--- config.mk ---
export PLATFORM = sky130hd
export DESIGN_NAME = hfl_top
export DESIGN_NICKNAME = d
export VERILOG_FILES = /design/src/design/hfl_pkg.sv /design/src/design/hfl_stream_if.sv /design/src/design/hfl_skid2.sv /design/src/design/hfl_top.sv
export SDC_FILE = /design/constraint.sdc
export NUM_CORES = 2
export LEC_CHECK = 0
export CORE_AREA = 2 2 313 624
export CTS_BUF_LIST = sky130_fd_sc_hd__clkbuf_4 sky130_fd_sc_hd__clkbuf_8
export CTS_CLUSTER_DIAMETER = 80
export DETAILED_ROUTE_END_ITERATION = 6
export DIE_AREA = 0 0 315 626
export DONT_BUFFER_PORTS = 1
export GPL_ROUTABILITY_DRIVEN = 0
export GPL_TIMING_DRIVEN = 0
export PLACE_DENSITY = 0.69
export SYNTH_ARGS = -nofsm -noshare
export SYNTH_HDL_FRONTEND = slang
export SYNTH_SLANG_ARGS = --single-unit
--- constraint.sdc ---
create_clock -name clk -period 5.7 [get_ports clk]
set_clock_uncertainty 0.15 [all_clocks]
set_input_delay 0.285 -clock clk [delete_from_list [all_inputs] [get_ports clk]]
set_output_delay 0.285 -clock clk [all_outputs]
set_load 0.005 [all_outputs]
--- src/design/hfl_pkg.sv ---
// Shared constants for the HDLC FIFO level and transmit count block
package hfl_pkg;
	localparam int unsigned HFL_DEPTH = 128;
	localparam int unsigned HFL_PTR_W = 7;
	localparam int unsigned HFL_CNT_W = 8;
	localparam int unsigned HFL_WORD_W = 9;
	// Register map (byte addresses on the 5-bit port)
	localparam logic [4:0] HFL_ADDR_FIFO = 5'h10;
	localparam logic [4:0] HFL_ADDR_CTRL2 = 5'h11;
	localparam logic [4:0] HFL_ADDR_STATUS = 5'h12;
	localparam logic [4:0] HFL_ADDR_LOW_CNT = 5'h1A;
	localparam logic [4:0] HFL_ADDR_FULL_LVL = 5'h1D;
	localparam logic [4:0] HFL_ADDR_IRQ_THR = 5'h1E;
	localparam logic [4:0] HFL_ADDR_EXT_CNT = 5'h1F;
	// Field positions
	localparam int unsigned HFL_RX_SEL_POS = 4;
	localparam int unsigned HFL_TX_SEL_POS = 0;
	localparam int unsigned HFL_CYCLE_POS = 0;
	localparam int unsigned HFL_EOP_POS = 8;
	localparam int unsigned HFL_ST_RX_FULL = 0;
	localparam int unsigned HFL_ST_TX_FULL = 1;
	localparam int unsigned HFL_ST_RX_IRQ = 2;
	localparam int unsigned HFL_ST_TX_IRQ = 3;
	localparam int unsigned HFL_ST_RX_EMPTY = 4;
	localparam int unsigned HFL_ST_RX_EOP = 5;
	localparam int unsigned HFL_ST_TX_EMPTY = 6;
	// Reset values and masks
	localparam logic [7:0] HFL_SEL_MASK = 8'h77;
	localparam logic [7:0] HFL_CTRL2_MASK = 8'h01;
	localparam logic [7:0] HFL_REG_RST = 8'h00;
	localparam logic [15:0] HFL_LEN_RST = 16'h0000;
	// Level and threshold encodings
	localparam logic [7:0] HFL_FULL_STEP = 8'h10;
	localparam logic [7:0] HFL_RX_THR_BASE = 8'h40;
	localparam logic [7:0] HFL_TX_THR_BASE = 8'h08;
	localparam logic [7:0] HFL_THR_STEP = 8'h08;
endpackage

--- src/design/hfl_stream_if.sv ---
// Valid/ready word carrier between the FIFO core and the output buffer
`timescale 1ns/1ps
interface hfl_stream_if;
	logic valid;
	logic ready;
	logic [8:0] data;
	modport src (output valid, output data, input ready);
	modport snk (input valid, input data, output ready);
endinterface

--- src/design/hfl_skid2.sv ---
// Two-entry buffer so a stalled receiver loses no transmit word
`timescale 1ns/1ps
module hfl_skid2
	import hfl_pkg::*;
(
	input wire logic clk,
	input wire logic rst_n,
	input wire logic ce,
	hfl_stream_if.snk in_s,
	hfl_stream_if.src out_s
);
	logic [HFL_WORD_W-1:0] slot0_ff, slot1_ff, nxt_slot0, nxt_slot1;
	logic [1:0] cnt_ff, nxt_cnt;
	logic push, pop;

	assign in_s.ready = (cnt_ff != 2'h2);
	assign out_s.valid = (cnt_ff != 2'h0);
	assign out_s.data = slot0_ff;
	assign push = ce & in_s.valid & in_s.ready;
	assign pop = ce & out_s.valid & out_s.ready;

	always_comb begin
		nxt_slot0 = slot0_ff;
		nxt_slot1 = slot1_ff;
		nxt_cnt = cnt_ff;
		if (push && !pop) begin
			if (cnt_ff == 2'h0) nxt_slot0 = in_s.data;
			else nxt_slot1 = in_s.data;
			nxt_cnt = cnt_ff + 2'h1;
		end else if (pop && !push) begin
			nxt_slot0 = slot1_ff;
			nxt_cnt = cnt_ff - 2'h1;
		end else if (pop && push) begin
			if (cnt_ff == 2'h1) begin
				nxt_slot0 = in_s.data;
			end else begin
				nxt_slot0 = slot1_ff;
				nxt_slot1 = in_s.data;
			end
		end
	end

	always_ff @(posedge clk or negedge rst_n) begin
		if (!rst_n) begin
			slot0_ff <= 9'h000;
			slot1_ff <= 9'h000;
			cnt_ff <= 2'h0;
		end else if (ce) begin
			slot0_ff <= nxt_slot0;
			slot1_ff <= nxt_slot1;
			cnt_ff <= nxt_cnt;
		end
	end
endmodule

--- src/design/hfl_top.sv ---
// HDLC FIFO levels, interrupt thresholds and transmit byte counter
`timescale 1ns/1ps
//////////////////////////////////////////////////////////////////////////////
// Summary of operation
// - Full-level register bits 6-4 pick receive full level 16..128 in steps of 16.
// - Full-level register bits 2-0 pick transmit full level 16..128 in steps of 16.
// - Threshold register bits 6-4 pick receive-full interrupt level 64..120, step 8.
// - Threshold register bits 2-0 pick transmit-low interrupt level 8..64, step 8.
// - Packet length is extended byte as high eight bits, low count byte below.
// - Extended byte reaches the counter only when the low count byte is written.
// - With the counter at one, the next transmit FIFO write is tagged end of packet.
// - The counter decrements on each accepted transmit FIFO write and holds at zero.
// - With the cycle bit set, the length reloads after each end-of-packet tag.
module hfl_top
	import hfl_pkg::*;
(
	input wire logic clk,
	input wire logic rst_n,
	input wire logic ce,
	input wire logic reg_wr,
	input wire logic reg_rd,
	input wire logic [4:0] reg_addr,
	input wire logic [7:0] reg_wdata,
	output logic [7:0] reg_rdata,
	input wire logic rx_in_valid,
	output logic rx_in_ready,
	input wire logic [7:0] rx_in_data,
	input wire logic rx_in_eop,
	output logic tx_out_valid,
	input wire logic tx_out_ready,
	output logic [7:0] tx_out_data,
	output logic tx_out_eop,
	output logic rx_full_status,
	output logic tx_full_status,
	output logic rx_fifo_full_irq,
	output logic tx_fifo_low_irq
);
	//////////////////////////////////////////////////////////////////////////
	// Declarations
	logic [7:0] full_lvl_ff, irq_thr_ff, ext_cnt_ff, ctrl2_ff, rdata_ff;
	logic [7:0] nxt_full_lvl, nxt_irq_thr, nxt_ext_cnt, nxt_ctrl2, nxt_rdata;
	logic [15:0] len_ff, bcnt_ff, nxt_len, nxt_bcnt;
	logic [HFL_PTR_W-1:0] tx_wp_ff, tx_rp_ff, rx_wp_ff, rx_rp_ff;
	logic [HFL_PTR_W-1:0] nxt_tx_wp, nxt_tx_rp, nxt_rx_wp, nxt_rx_rp;
	logic [HFL_CNT_W-1:0] tx_cnt_ff, rx_cnt_ff, nxt_tx_cnt, nxt_rx_cnt;
	logic [3:0] flags_ff, nxt_flags;
	logic [HFL_WORD_W-1:0] tx_mem [HFL_DEPTH];
	logic [HFL_WORD_W-1:0] rx_mem [HFL_DEPTH];
	logic [HFL_WORD_W-1:0] tx_wword, rx_head;
	logic [2:0] rx_lvl_sel, tx_lvl_sel, rx_thr_sel, tx_thr_sel;
	logic [7:0] rx_lvl, tx_lvl, rx_thr, tx_thr, status;
	logic wr_low, wr_ext, tx_wr, tx_pop, rx_push, rx_pop, cycle_en;
	hfl_stream_if tx_s ();
	hfl_stream_if out_s ();

	//////////////////////////////////////////////////////////////////////////
	// Decode and handshakes
	assign wr_low = ce & reg_wr & (reg_addr == HFL_ADDR_LOW_CNT);
	assign wr_ext = ce & reg_wr & (reg_addr == HFL_ADDR_EXT_CNT);
	assign tx_wr = ce & reg_wr & (reg_addr == HFL_ADDR_FIFO) & (tx_cnt_ff != 8'h80);
	assign rx_pop = ce & reg_rd & (reg_addr == HFL_ADDR_FIFO) & (rx_cnt_ff != 8'h00);
	assign rx_in_ready = (rx_cnt_ff != 8'h80);
	assign rx_push = ce & rx_in_valid & rx_in_ready;
	assign tx_s.valid = (tx_cnt_ff != 8'h00);
	assign tx_s.data = tx_mem[tx_rp_ff];
	assign tx_pop = ce & tx_s.valid & tx_s.ready;
	assign rx_head = rx_mem[rx_rp_ff];
	assign cycle_en = ctrl2_ff[HFL_CYCLE_POS];
	assign tx_wword = {(bcnt_ff == 16'h0001), reg_wdata};

	//////////////////////////////////////////////////////////////////////////
	// Level and threshold selection
	assign rx_lvl_sel = full_lvl_ff[HFL_RX_SEL_POS +: 3];
	assign tx_lvl_sel = full_lvl_ff[HFL_TX_SEL_POS +: 3];
	assign rx_thr_sel = irq_thr_ff[HFL_RX_SEL_POS +: 3];
	assign tx_thr_sel = irq_thr_ff[HFL_TX_SEL_POS +: 3];
	assign rx_lvl = 8'(HFL_FULL_STEP * ({5'h00, rx_lvl_sel} + 8'h01));
	assign tx_lvl = 8'(HFL_FULL_STEP * ({5'h00, tx_lvl_sel} + 8'h01));
	assign rx_thr = 8'(HFL_RX_THR_BASE + HFL_THR_STEP * {5'h00, rx_thr_sel});
	assign tx_thr = 8'(HFL_TX_THR_BASE + HFL_THR_STEP * {5'h00, tx_thr_sel});

	always_comb begin
		status = 8'h00;
		status[HFL_ST_RX_FULL] = flags_ff[0];
		status[HFL_ST_TX_FULL] = flags_ff[1];
		status[HFL_ST_RX_IRQ] = flags_ff[2];
		status[HFL_ST_TX_IRQ] = flags_ff[3];
		status[HFL_ST_RX_EMPTY] = (rx_cnt_ff == 8'h00);
		status[HFL_ST_RX_EOP] = (rx_cnt_ff != 8'h00) & rx_head[HFL_EOP_POS];
		status[HFL_ST_TX_EMPTY] = (tx_cnt_ff == 8'h00);
	end

	//////////////////////////////////////////////////////////////////////////
	// Registers and read data
	always_comb begin
		nxt_full_lvl = full_lvl_ff;
		nxt_irq_thr = irq_thr_ff;
		nxt_ext_cnt = ext_cnt_ff;
		nxt_ctrl2 = ctrl2_ff;
		nxt_rdata = rdata_ff;
		if (ce && reg_wr) begin
			unique case (reg_addr)
				HFL_ADDR_FULL_LVL: nxt_full_lvl = reg_wdata & HFL_SEL_MASK;
				HFL_ADDR_IRQ_THR: nxt_irq_thr = reg_wdata & HFL_SEL_MASK;
				HFL_ADDR_EXT_CNT: nxt_ext_cnt = reg_wdata;
				HFL_ADDR_CTRL2: nxt_ctrl2 = reg_wdata & HFL_CTRL2_MASK;
				default: ;
			endcase
		end
		if (ce && reg_rd) begin
			unique case (reg_addr)
				HFL_ADDR_FIFO: nxt_rdata = (rx_cnt_ff != 8'h00) ? rx_head[7:0] : 8'h00;
				HFL_ADDR_CTRL2: nxt_rdata = ctrl2_ff;
				HFL_ADDR_STATUS: nxt_rdata = status;
				HFL_ADDR_LOW_CNT: nxt_rdata = len_ff[7:0];
				HFL_ADDR_FULL_LVL: nxt_rdata = full_lvl_ff;
				HFL_ADDR_IRQ_THR: nxt_rdata = irq_thr_ff;
				HFL_ADDR_EXT_CNT: nxt_rdata = ext_cnt_ff;
				default: nxt_rdata = 8'h00;
			endcase
		end
	end

	//////////////////////////////////////////////////////////////////////////
	// Transmit byte counter
	always_comb begin
		nxt_len = len_ff;
		nxt_bcnt = bcnt_ff;
		if (wr_low) begin
			nxt_len = {ext_cnt_ff, reg_wdata};
			nxt_bcnt = {ext_cnt_ff, reg_wdata};
		end else if (tx_wr && bcnt_ff != 16'h0000) begin
			if (bcnt_ff == 16'h0001 && cycle_en) nxt_bcnt = len_ff;
			else nxt_bcnt = bcnt_ff - 16'h0001;
		end
	end

	//////////////////////////////////////////////////////////////////////////
	// FIFO pointers, occupancy and status flags
	always_comb begin
		nxt_tx_wp = tx_wr ? tx_wp_ff + 7'h01 : tx_wp_ff;
		nxt_tx_rp = tx_pop ? tx_rp_ff + 7'h01 : tx_rp_ff;
		nxt_rx_wp = rx_push ? rx_wp_ff + 7'h01 : rx_wp_ff;
		nxt_rx_rp = rx_pop ? rx_rp_ff + 7'h01 : rx_rp_ff;
		nxt_tx_cnt = tx_cnt_ff + {7'h00, tx_wr} - {7'h00, tx_pop};
		nxt_rx_cnt = rx_cnt_ff + {7'h00, rx_push} - {7'h00, rx_pop};
		nxt_flags[0] = (rx_cnt_ff >= rx_lvl);
		nxt_flags[1] = (tx_cnt_ff >= tx_lvl);
		nxt_flags[2] = (rx_cnt_ff >= rx_thr);
		nxt_flags[3] = (tx_cnt_ff <= tx_thr);
	end

	always_ff @(posedge clk) begin
		if (tx_wr) tx_mem[tx_wp_ff] <= tx_wword;
		if (rx_push) rx_mem[rx_wp_ff] <= {rx_in_eop, rx_in_data};
	end

	always_ff @(posedge clk or negedge rst_n) begin
		if (!rst_n) begin
			full_lvl_ff <= HFL_REG_RST;
			irq_thr_ff <= HFL_REG_RST;
			ext_cnt_ff <= HFL_REG_RST;
			ctrl2_ff <= HFL_REG_RST;
			rdata_ff <= HFL_REG_RST;
			len_ff <= HFL_LEN_RST;
			bcnt_ff <= HFL_LEN_RST;
			tx_wp_ff <= 7'h00;
			tx_rp_ff <= 7'h00;
			rx_wp_ff <= 7'h00;
			rx_rp_ff <= 7'h00;
			tx_cnt_ff <= 8'h00;
			rx_cnt_ff <= 8'h00;
			flags_ff <= 4'h0;
		end else if (ce) begin
			full_lvl_ff <= nxt_full_lvl;
			irq_thr_ff <= nxt_irq_thr;
			ext_cnt_ff <= nxt_ext_cnt;
			ctrl2_ff <= nxt_ctrl2;
			rdata_ff <= nxt_rdata;
			len_ff <= nxt_len;
			bcnt_ff <= nxt_bcnt;
			tx_wp_ff <= nxt_tx_wp;
			tx_rp_ff <= nxt_tx_rp;
			rx_wp_ff <= nxt_rx_wp;
			rx_rp_ff <= nxt_rx_rp;
			tx_cnt_ff <= nxt_tx_cnt;
			rx_cnt_ff <= nxt_rx_cnt;
			flags_ff <= nxt_flags;
		end
	end

	//////////////////////////////////////////////////////////////////////////
	// Output buffer and outputs
	hfl_skid2 u_buf (
		.clk(clk),
		.rst_n(rst_n),
		.ce(ce),
		.in_s(tx_s.snk),
		.out_s(out_s.src)
	);

	assign tx_out_valid = out_s.valid;
	assign out_s.ready = tx_out_ready;
	assign tx_out_data = out_s.data[7:0];
	assign tx_out_eop = out_s.data[HFL_EOP_POS];
	assign reg_rdata = rdata_ff;
	assign rx_full_status = flags_ff[0];
	assign tx_full_status = flags_ff[1];
	assign rx_fifo_full_irq = flags_ff[2];
	assign tx_fifo_low_irq = flags_ff[3];
endmodule

=== Word level (Yosys, flattened, before mapping) ===
Memories as Yosys holds them, arrays and structs flattened.
Cells that the tools add are included.

* Add/subtract/negate cells: 15
* Magnitude comparators: 4
* Equal/unequal tests: 16
* Multiplexer cells: 21
* Bitwise operators: 14
* Reductions and logical operators: 34

{| class="wikitable"
|+ Operators by type and width
! kind !! count
|-
| two-way mux 9 bit || 10
|-
| case mux 8 bit (7 select lines) || 1
|-
| two-way mux 16 bit || 3
|-
| equality test 5 bit (second input constant) || 7
|-
| adder 7 x 1 -> 7 bit (second input constant) || 4
|-
| >= comparator 8 bit || 3
|-
| adder 8 x 1 -> 8 bit || 2
|-
| equality test 16 x 1 -> 1 bit (second input constant) || 1
|-
| logical NOT 8 bit || 2
|-
| != test 8 bit (second input constant) || 2
|-
| AND reduction 2 bit || 8
|-
| nonzero test 16 bit || 1
|-
| nonzero test 8 bit || 2
|-
| subtractor 16 x 1 -> 16 bit (second input constant) || 1
|-
| subtractor 8 x 1 -> 8 bit || 2
|-
| AND reduction 3 bit || 5
|-
| bitwise AND 1 bit || 14
|-
| adder 3 x 1 -> 4 bit (second input constant) || 2
|-
| adder 7 x 6 -> 8 bit (first input constant) || 1
|-
| less-or-equal comparator 8 x 7 -> 1 bit || 1
|-
| two-way mux 8 bit || 1
|-
| nonzero test 2 bit || 4
|-
| adder 4 x 6 -> 7 bit (first input constant) || 1
|-
| logical AND 1 bit || 7
|-
| other kinds (11) || 19
|}

* Register bits after elaboration: 129
* Memory bits (writable): 2304
* Bits of input ports: 29
* Output and inout bits: 23
* Word-level logic and storage cells: 123
* Memories kept: 2

{| class="wikitable"
|+ Memory list
! name !! words !! width !! read ports !! clocked after Yosys merged registers in !! write ports !! line !! RTL
|-
| rx_mem || 128 || 9 || 1 || 0 || 1 || hfl_top.sv:48 || <nowiki>logic [HFL_WORD_W-1:0] rx_mem [HFL_DEPTH];</nowiki>
|-
| tx_mem || 128 || 9 || 1 || 0 || 1 || hfl_top.sv:47 || <nowiki>logic [HFL_WORD_W-1:0] tx_mem [HFL_DEPTH];</nowiki>
|}

=== Logic depth before layout (Yosys ltp) ===
* Depth after elaboration: 7
* Mapped depth: 18
* Depth with buffers taken out: 18

=== By module ===
From an unflattened synthesis, not the netlist that was laid out.

* Cell total of the unflattened synthesis: 4448
* Area, all modules: 95949.5 µm²

{| class="wikitable"
|+ By module, submodules not included
! module !! instances !! cells each !! area each (µm²)
|-
| hfl_top || 1 || 4351 || 94924.8
|-
| hfl_skid2 || 1 || 97 || 1024.7
|}

=== Worst setup path after synthesis ===
OpenSTA, ideal clock, no wires.

* Kind: reg2reg
* Start: register bcnt_ff[12]
* End: register bcnt_ff[8]
* Library setup time: 0.086 ns
* Arrival time: 3.668 ns
* Setup slack: 1.797 ns
* Cell stages (with the launch flop): 8
* Path through: dfrtp_1 -> or4_1 -> nor3_1 -> and3_1 -> a21oi_1 -> nand4_1 -> o21ai_0 -> a32oi_1

* Longest elaborated chain between the ends: 5
* Elaborated cells between the ends (all ways): 9

{| class="wikitable"
|+ RTL lines
! item !! line !! RTL
|-
| start: declaration || hfl_top.sv:42 || <nowiki>logic [15:0] len_ff, bcnt_ff, nxt_len, nxt_bcnt;</nowiki>
|-
| start signal: assignment || hfl_top.sv:181 || <nowiki>bcnt_ff <= nxt_bcnt;</nowiki>
|-
| equality test 16 x 1 -> 1 bit || -- ||
|-
| net tx_wword[8] || hfl_top.sv:49 || <nowiki>logic [HFL_WORD_W-1:0] tx_wword, rx_head;</nowiki>
|-
| logical AND 1 bit || hfl_top.sv:133 || <nowiki>if (bcnt_ff == 16'h0001 && cycle_en) nxt_bcnt = len_ff;</nowiki>
|-
| two-way mux 16 bit || hfl_top.sv:133 ||
|-
| two-way mux 16 bit || hfl_top.sv:132 || <nowiki>end else if (tx_wr && bcnt_ff != 16'h0000) begin</nowiki>
|-
| two-way mux 16 bit || hfl_top.sv:129 || <nowiki>if (wr_low) begin</nowiki>
|}

The timed path passes the listed nets, and every way through them passes these cells. The select of a mux whose other input is x is not followed.
A chain may end at the register's enable or synchronous reset.

=== Worst setup path in the final report ===
* Start: register tx_rp_ff[1]
* End: register u_buf.slot1_ff[5]

* Longest elaborated chain between the ends: 5
* Elaborated cells between the ends (all ways): 6

{| class="wikitable"
|+ RTL lines
! item !! line !! RTL
|-
| start: declaration || hfl_top.sv:43 || <nowiki>logic [HFL_PTR_W-1:0] tx_wp_ff, tx_rp_ff, rx_wp_ff, rx_rp_ff;</nowiki>
|-
| start signal: assignment || hfl_top.sv:183 || <nowiki>tx_rp_ff <= nxt_tx_rp;</nowiki>
|-
| memory read (128 x 9 bit) (*) || -- ||
|-
| two-way mux 9 bit || hfl_skid2.sv:34 || <nowiki>if (cnt_ff == 2'h1) begin</nowiki>
|-
| two-way mux 9 bit || hfl_skid2.sv:33 || <nowiki>end else if (pop && push) begin</nowiki>
|-
| two-way mux 9 bit || hfl_skid2.sv:30 || <nowiki>end else if (pop && !push) begin</nowiki>
|-
| two-way mux 9 bit (*) || hfl_skid2.sv:26 || <nowiki>if (push && !pop) begin</nowiki>
|-
| end signal: assignment || hfl_skid2.sv:50 || <nowiki>slot1_ff <= nxt_slot1;</nowiki>
|-
| end: declaration || hfl_skid2.sv:12 || <nowiki>logic [HFL_WORD_W-1:0] slot0_ff, slot1_ff, nxt_slot0, nxt_slot1;</nowiki>
|}

Every way passes the cells marked *; elsewhere a longest branch is shown, timed or not. The select of a mux whose other input is x is not followed.

==> results.cfg <==
[drt]
wl_per_cell_um = 35.0
firstDrtPassIters = 7
vias = 47600
post-route-drc-count = 2
ant_nets = 0
drt_iter0_drc = 5209
drt-total-wl_um = 268000
viasPerCell = 6.22

[floorplan]
die_height_um = 626
dieArea_um2 = 197000
fp.dieW_um = 315
initial_utilization_pct = 49.7
rows = 228
core_um2 = 193000
boundaryPins = 52

[grt]
use_met3_pct = 4.93
grt_overflow = 0
antenna_found_initial = 8
grt_pass1_vias = 50400
track_usage_pct = 27.5
grt_pass1_wl_um = 373000
grt_max_degree = 135
use_met2_pct = 50.3
grt_util_met1_pct = 25.2
busiest_layer = met2

[timing]
fmax_mhz = 171
setup_violations = 2
worst_slack_ps = -146
rsz0062_at_grt = no
final_max_slew_viol_count = 24
tightestPinTransition_ps = 1610
slew_headroom_pct = -7.47
hold_violations = 0
fin_crit_ps = 5850
post-route-period-util_pct = 103

[logic_synthesis]
yosysSeqAreaShare_pct = 75.7
synthSimpleGateAreaFrac_pct = 2.84
synth_cell_types = 67
ys_seq_elements = 2433
syn_nets = 4565
yosysWarnings = 0
synth_edf_count = 2304
syn_inst = 4476
synth-async-reset-ratio_pct = 5.30
syn_area_um2 = 95700
syn_avg_cell_area_um2 = 21.4
synthFlopType = edfxtp_1
synthMuxAreaShare_pct = 17.3
synth_compound_area_share_pct = 1.70
synth_xor_area_share_pct = 0.430
synth_top_family_by_area = multiplexers
yosys.area_share.adder_pct = 0.800

[finish]
fin_nets = 4955
drive_above_1_share_pct = 26.7
layout.cells.non_filler = 7656
area_delta_synth_final_pct = 11.2

[setup_path]
cpMaxStageDelayCell = mux2i_1
required_ps = 6390
path_max_fanout = 10
crit_path_start_kind = flip-flop
arrival_ps = 6530
endpoint_kind = flip-flop
cpPeakStageDelay_ps = 1130
r2r_setup_slack_ps = -150
cp_cell_sequence = buf_4, buf_2, clkbuf_1, clkbuf_1, mux4_2, mux4_2, mux2i_1, a21oi_1, nand2_1, o21ai_0
worstSetupPathType = reg -> reg

[clock_tree]
clock-sinks = 2433
root_buffer = clkbuf_8
numCtsBuffers = 333
clk_pin_slew_ps = 70
cts_setup_buffers = 0
ctsResizeCount = 0
hold_buffers = 52
htreeDepth = 5
cts_tree = done
insertion_delay_ps = 990
cts_buffer_depth = 4

[outcome]
violations = design-rule violations, max-capacitance violations, max-slew violations, negative setup slack
status = finished with violations

[pwr]
ir_drop_mv = 0.254
total_power_mw = 45.1
p_per_area_nw_per_um2 = 424
p_leak_nw = 33.5

[placed_design]
port_buffers = 0
placed_cells = 7008
dp_hpwl_um = 187000

[worst_hold_path]
hold_class = in -> reg

[run]
cap_violations = 4
-- worst paths after layout --
kind                                           to  depth (start not counted)   startpoint
worst max register to register  u_buf.slot1_ff[5]                         10  tx_rp_ff[1]
worst min register to register         len_ff[14]                          2   len_ff[14]
worst min-delay path               full_lvl_ff[4]                          4  reg_addr[4]
max in group asynchronous            tx_cnt_ff[5]                          4        rst_n
worst max-delay path            u_buf.slot1_ff[5]                         10  tx_rp_ff[1]
min in group asynchronous       u_buf.slot1_ff[1]                          4        rst_n
-- flip-flops by register name, indices dropped and copies added, names as in the netlist --
signal and cells:
bcnt_ff 16, ctrl2_ff 1, ext_cnt_ff 8, flags_ff 4, full_lvl_ff 6, irq_thr_ff 6
len_ff 16, reg_rdata 8, rx_cnt_ff 8, rx_mem 1152, rx_rp_ff 7, rx_wp_ff 7
tx_cnt_ff 8, tx_mem 1152, tx_rp_ff 7, tx_wp_ff 7, u_buf.cnt_ff 2, u_buf.out_s.data 9
u_buf.slot1_ff 9
-- where the power goes --
part           total (mW)  internal (mW)  switching, mW
Clock                13.6           7.06           6.52
Sequential           20.2           19.9          0.353
Combinational        11.3           4.52           6.78
-- stage by stage --
stage	utilization (%)	cell area [µm²]	setup TNS [ps]	hold slack, ps	setup WS (ps)
6_report	55.3	106000	-270	169	-146
2_1_floorplan	-	95700	0	-161	1800
4_1_cts	55.2	106000	0	59.4	218
3_3_place_gp	51.3	98900	-231	-158	-119
3_5_place_dp	51.4	98900	0	-158	211
5_1_grt	55.3	106000	0	158	22.8
-- metal layers --
layer / vias up / part of all wire, %
li1: 19400 / -
met1: 24800 / 28
met2: 2479 / 54
met3: 910 / 6.3
met4: 6 / 11
met5: - / 0.016
-- final cells by class --
cell class / instances / area [µm²]
Clock inverter: 150 / 1170
Sequential cell: 2433 / 72400
Antenna cell: 5 / 12.5
Inverter: 54 / 203
Buffer: 223 / 1020
Clock buffer: 440 / 5440
Tap cell: 2530 / 3170
Timing Repair Buffer: 55 / 896
Multi-Input combinational cell: 1766 / 22100
Fill cell: 14400 / 86200
-- critical path, delay by kind of cell (launching register included) --
family | cells | cell delay, ps
AOI/OAI and AO/OA | 2 | 290
muxes | 3 | 2080
and+or+nand+nor | 1 | 180
buffers and inverters | 4 | 2610
DFF | 1 | 380
-- logic make-up (layout without fill, tap and decap cells) --
group	count (synthesis)	in the layout
other cells	0	5
simple gates	631	631
buf+inv	277	922
fa+ha+maj	60	60
flops	2433	2433
xor+xnor	47	47
compound gates	257	257
mux	771	771
-- cell usage in the layout, fill, tap and decap left out, types with 55 or more instances in the layout --
master / instances
edfxtp_1: 2304
nor2_1: 335
ha_1: 58
clkbuf_1: 108
clkinv_1: 76
a21oi_1: 60
clkbuf_8: 342
clkbuf_4: 99
nand2_1: 147
buf_2: 65
mux4_2: 703
dfrtp_1: 129
o21ai_0: 55
-- synth_stat cells (5+ instances only) --
library cell / instances / area, µm²
and2_1: 9 / 56.3
buf_2: 62 / 310
a21oi_1: 60 / 300
mux2_2: 22 / 248
nand2_1: 147 / 552
buf_4: 17 / 128
buf_1: 27 / 101
nand3_1: 45 / 225
or3_1: 8 / 50.1
dfrtp_1: 129 / 3230
o21ai_0: 55 / 275
nor2_1: 335 / 1260
nor2b_1: 25 / 156
nor3_1: 14 / 70.1
o221ai_1: 7 / 61.3
o22ai_1: 40 / 250
a22oi_1: 18 / 135
ha_1: 58 / 726
or4_1: 5 / 37.5
o21ai_1: 9 / 45.0
a221oi_1: 6 / 52.6
o211ai_1: 5 / 37.5
mux2i_1: 46 / 460
a211oi_1: 6 / 45.0
xor2_1: 13 / 114
nand4_1: 9 / 56.3
nand2b_1: 10 / 62.6
edfxtp_1: 2304 / 69200
inv_1: 52 / 195
clkbuf_1: 113 / 424
mux4_2: 703 / 15800
a2111oi_0: 6 / 52.6
a31oi_1: 7 / 43.8
o21bai_1: 9 / 67.6
xnor2_1: 34 / 298
(Power assumes the default switching activity.)
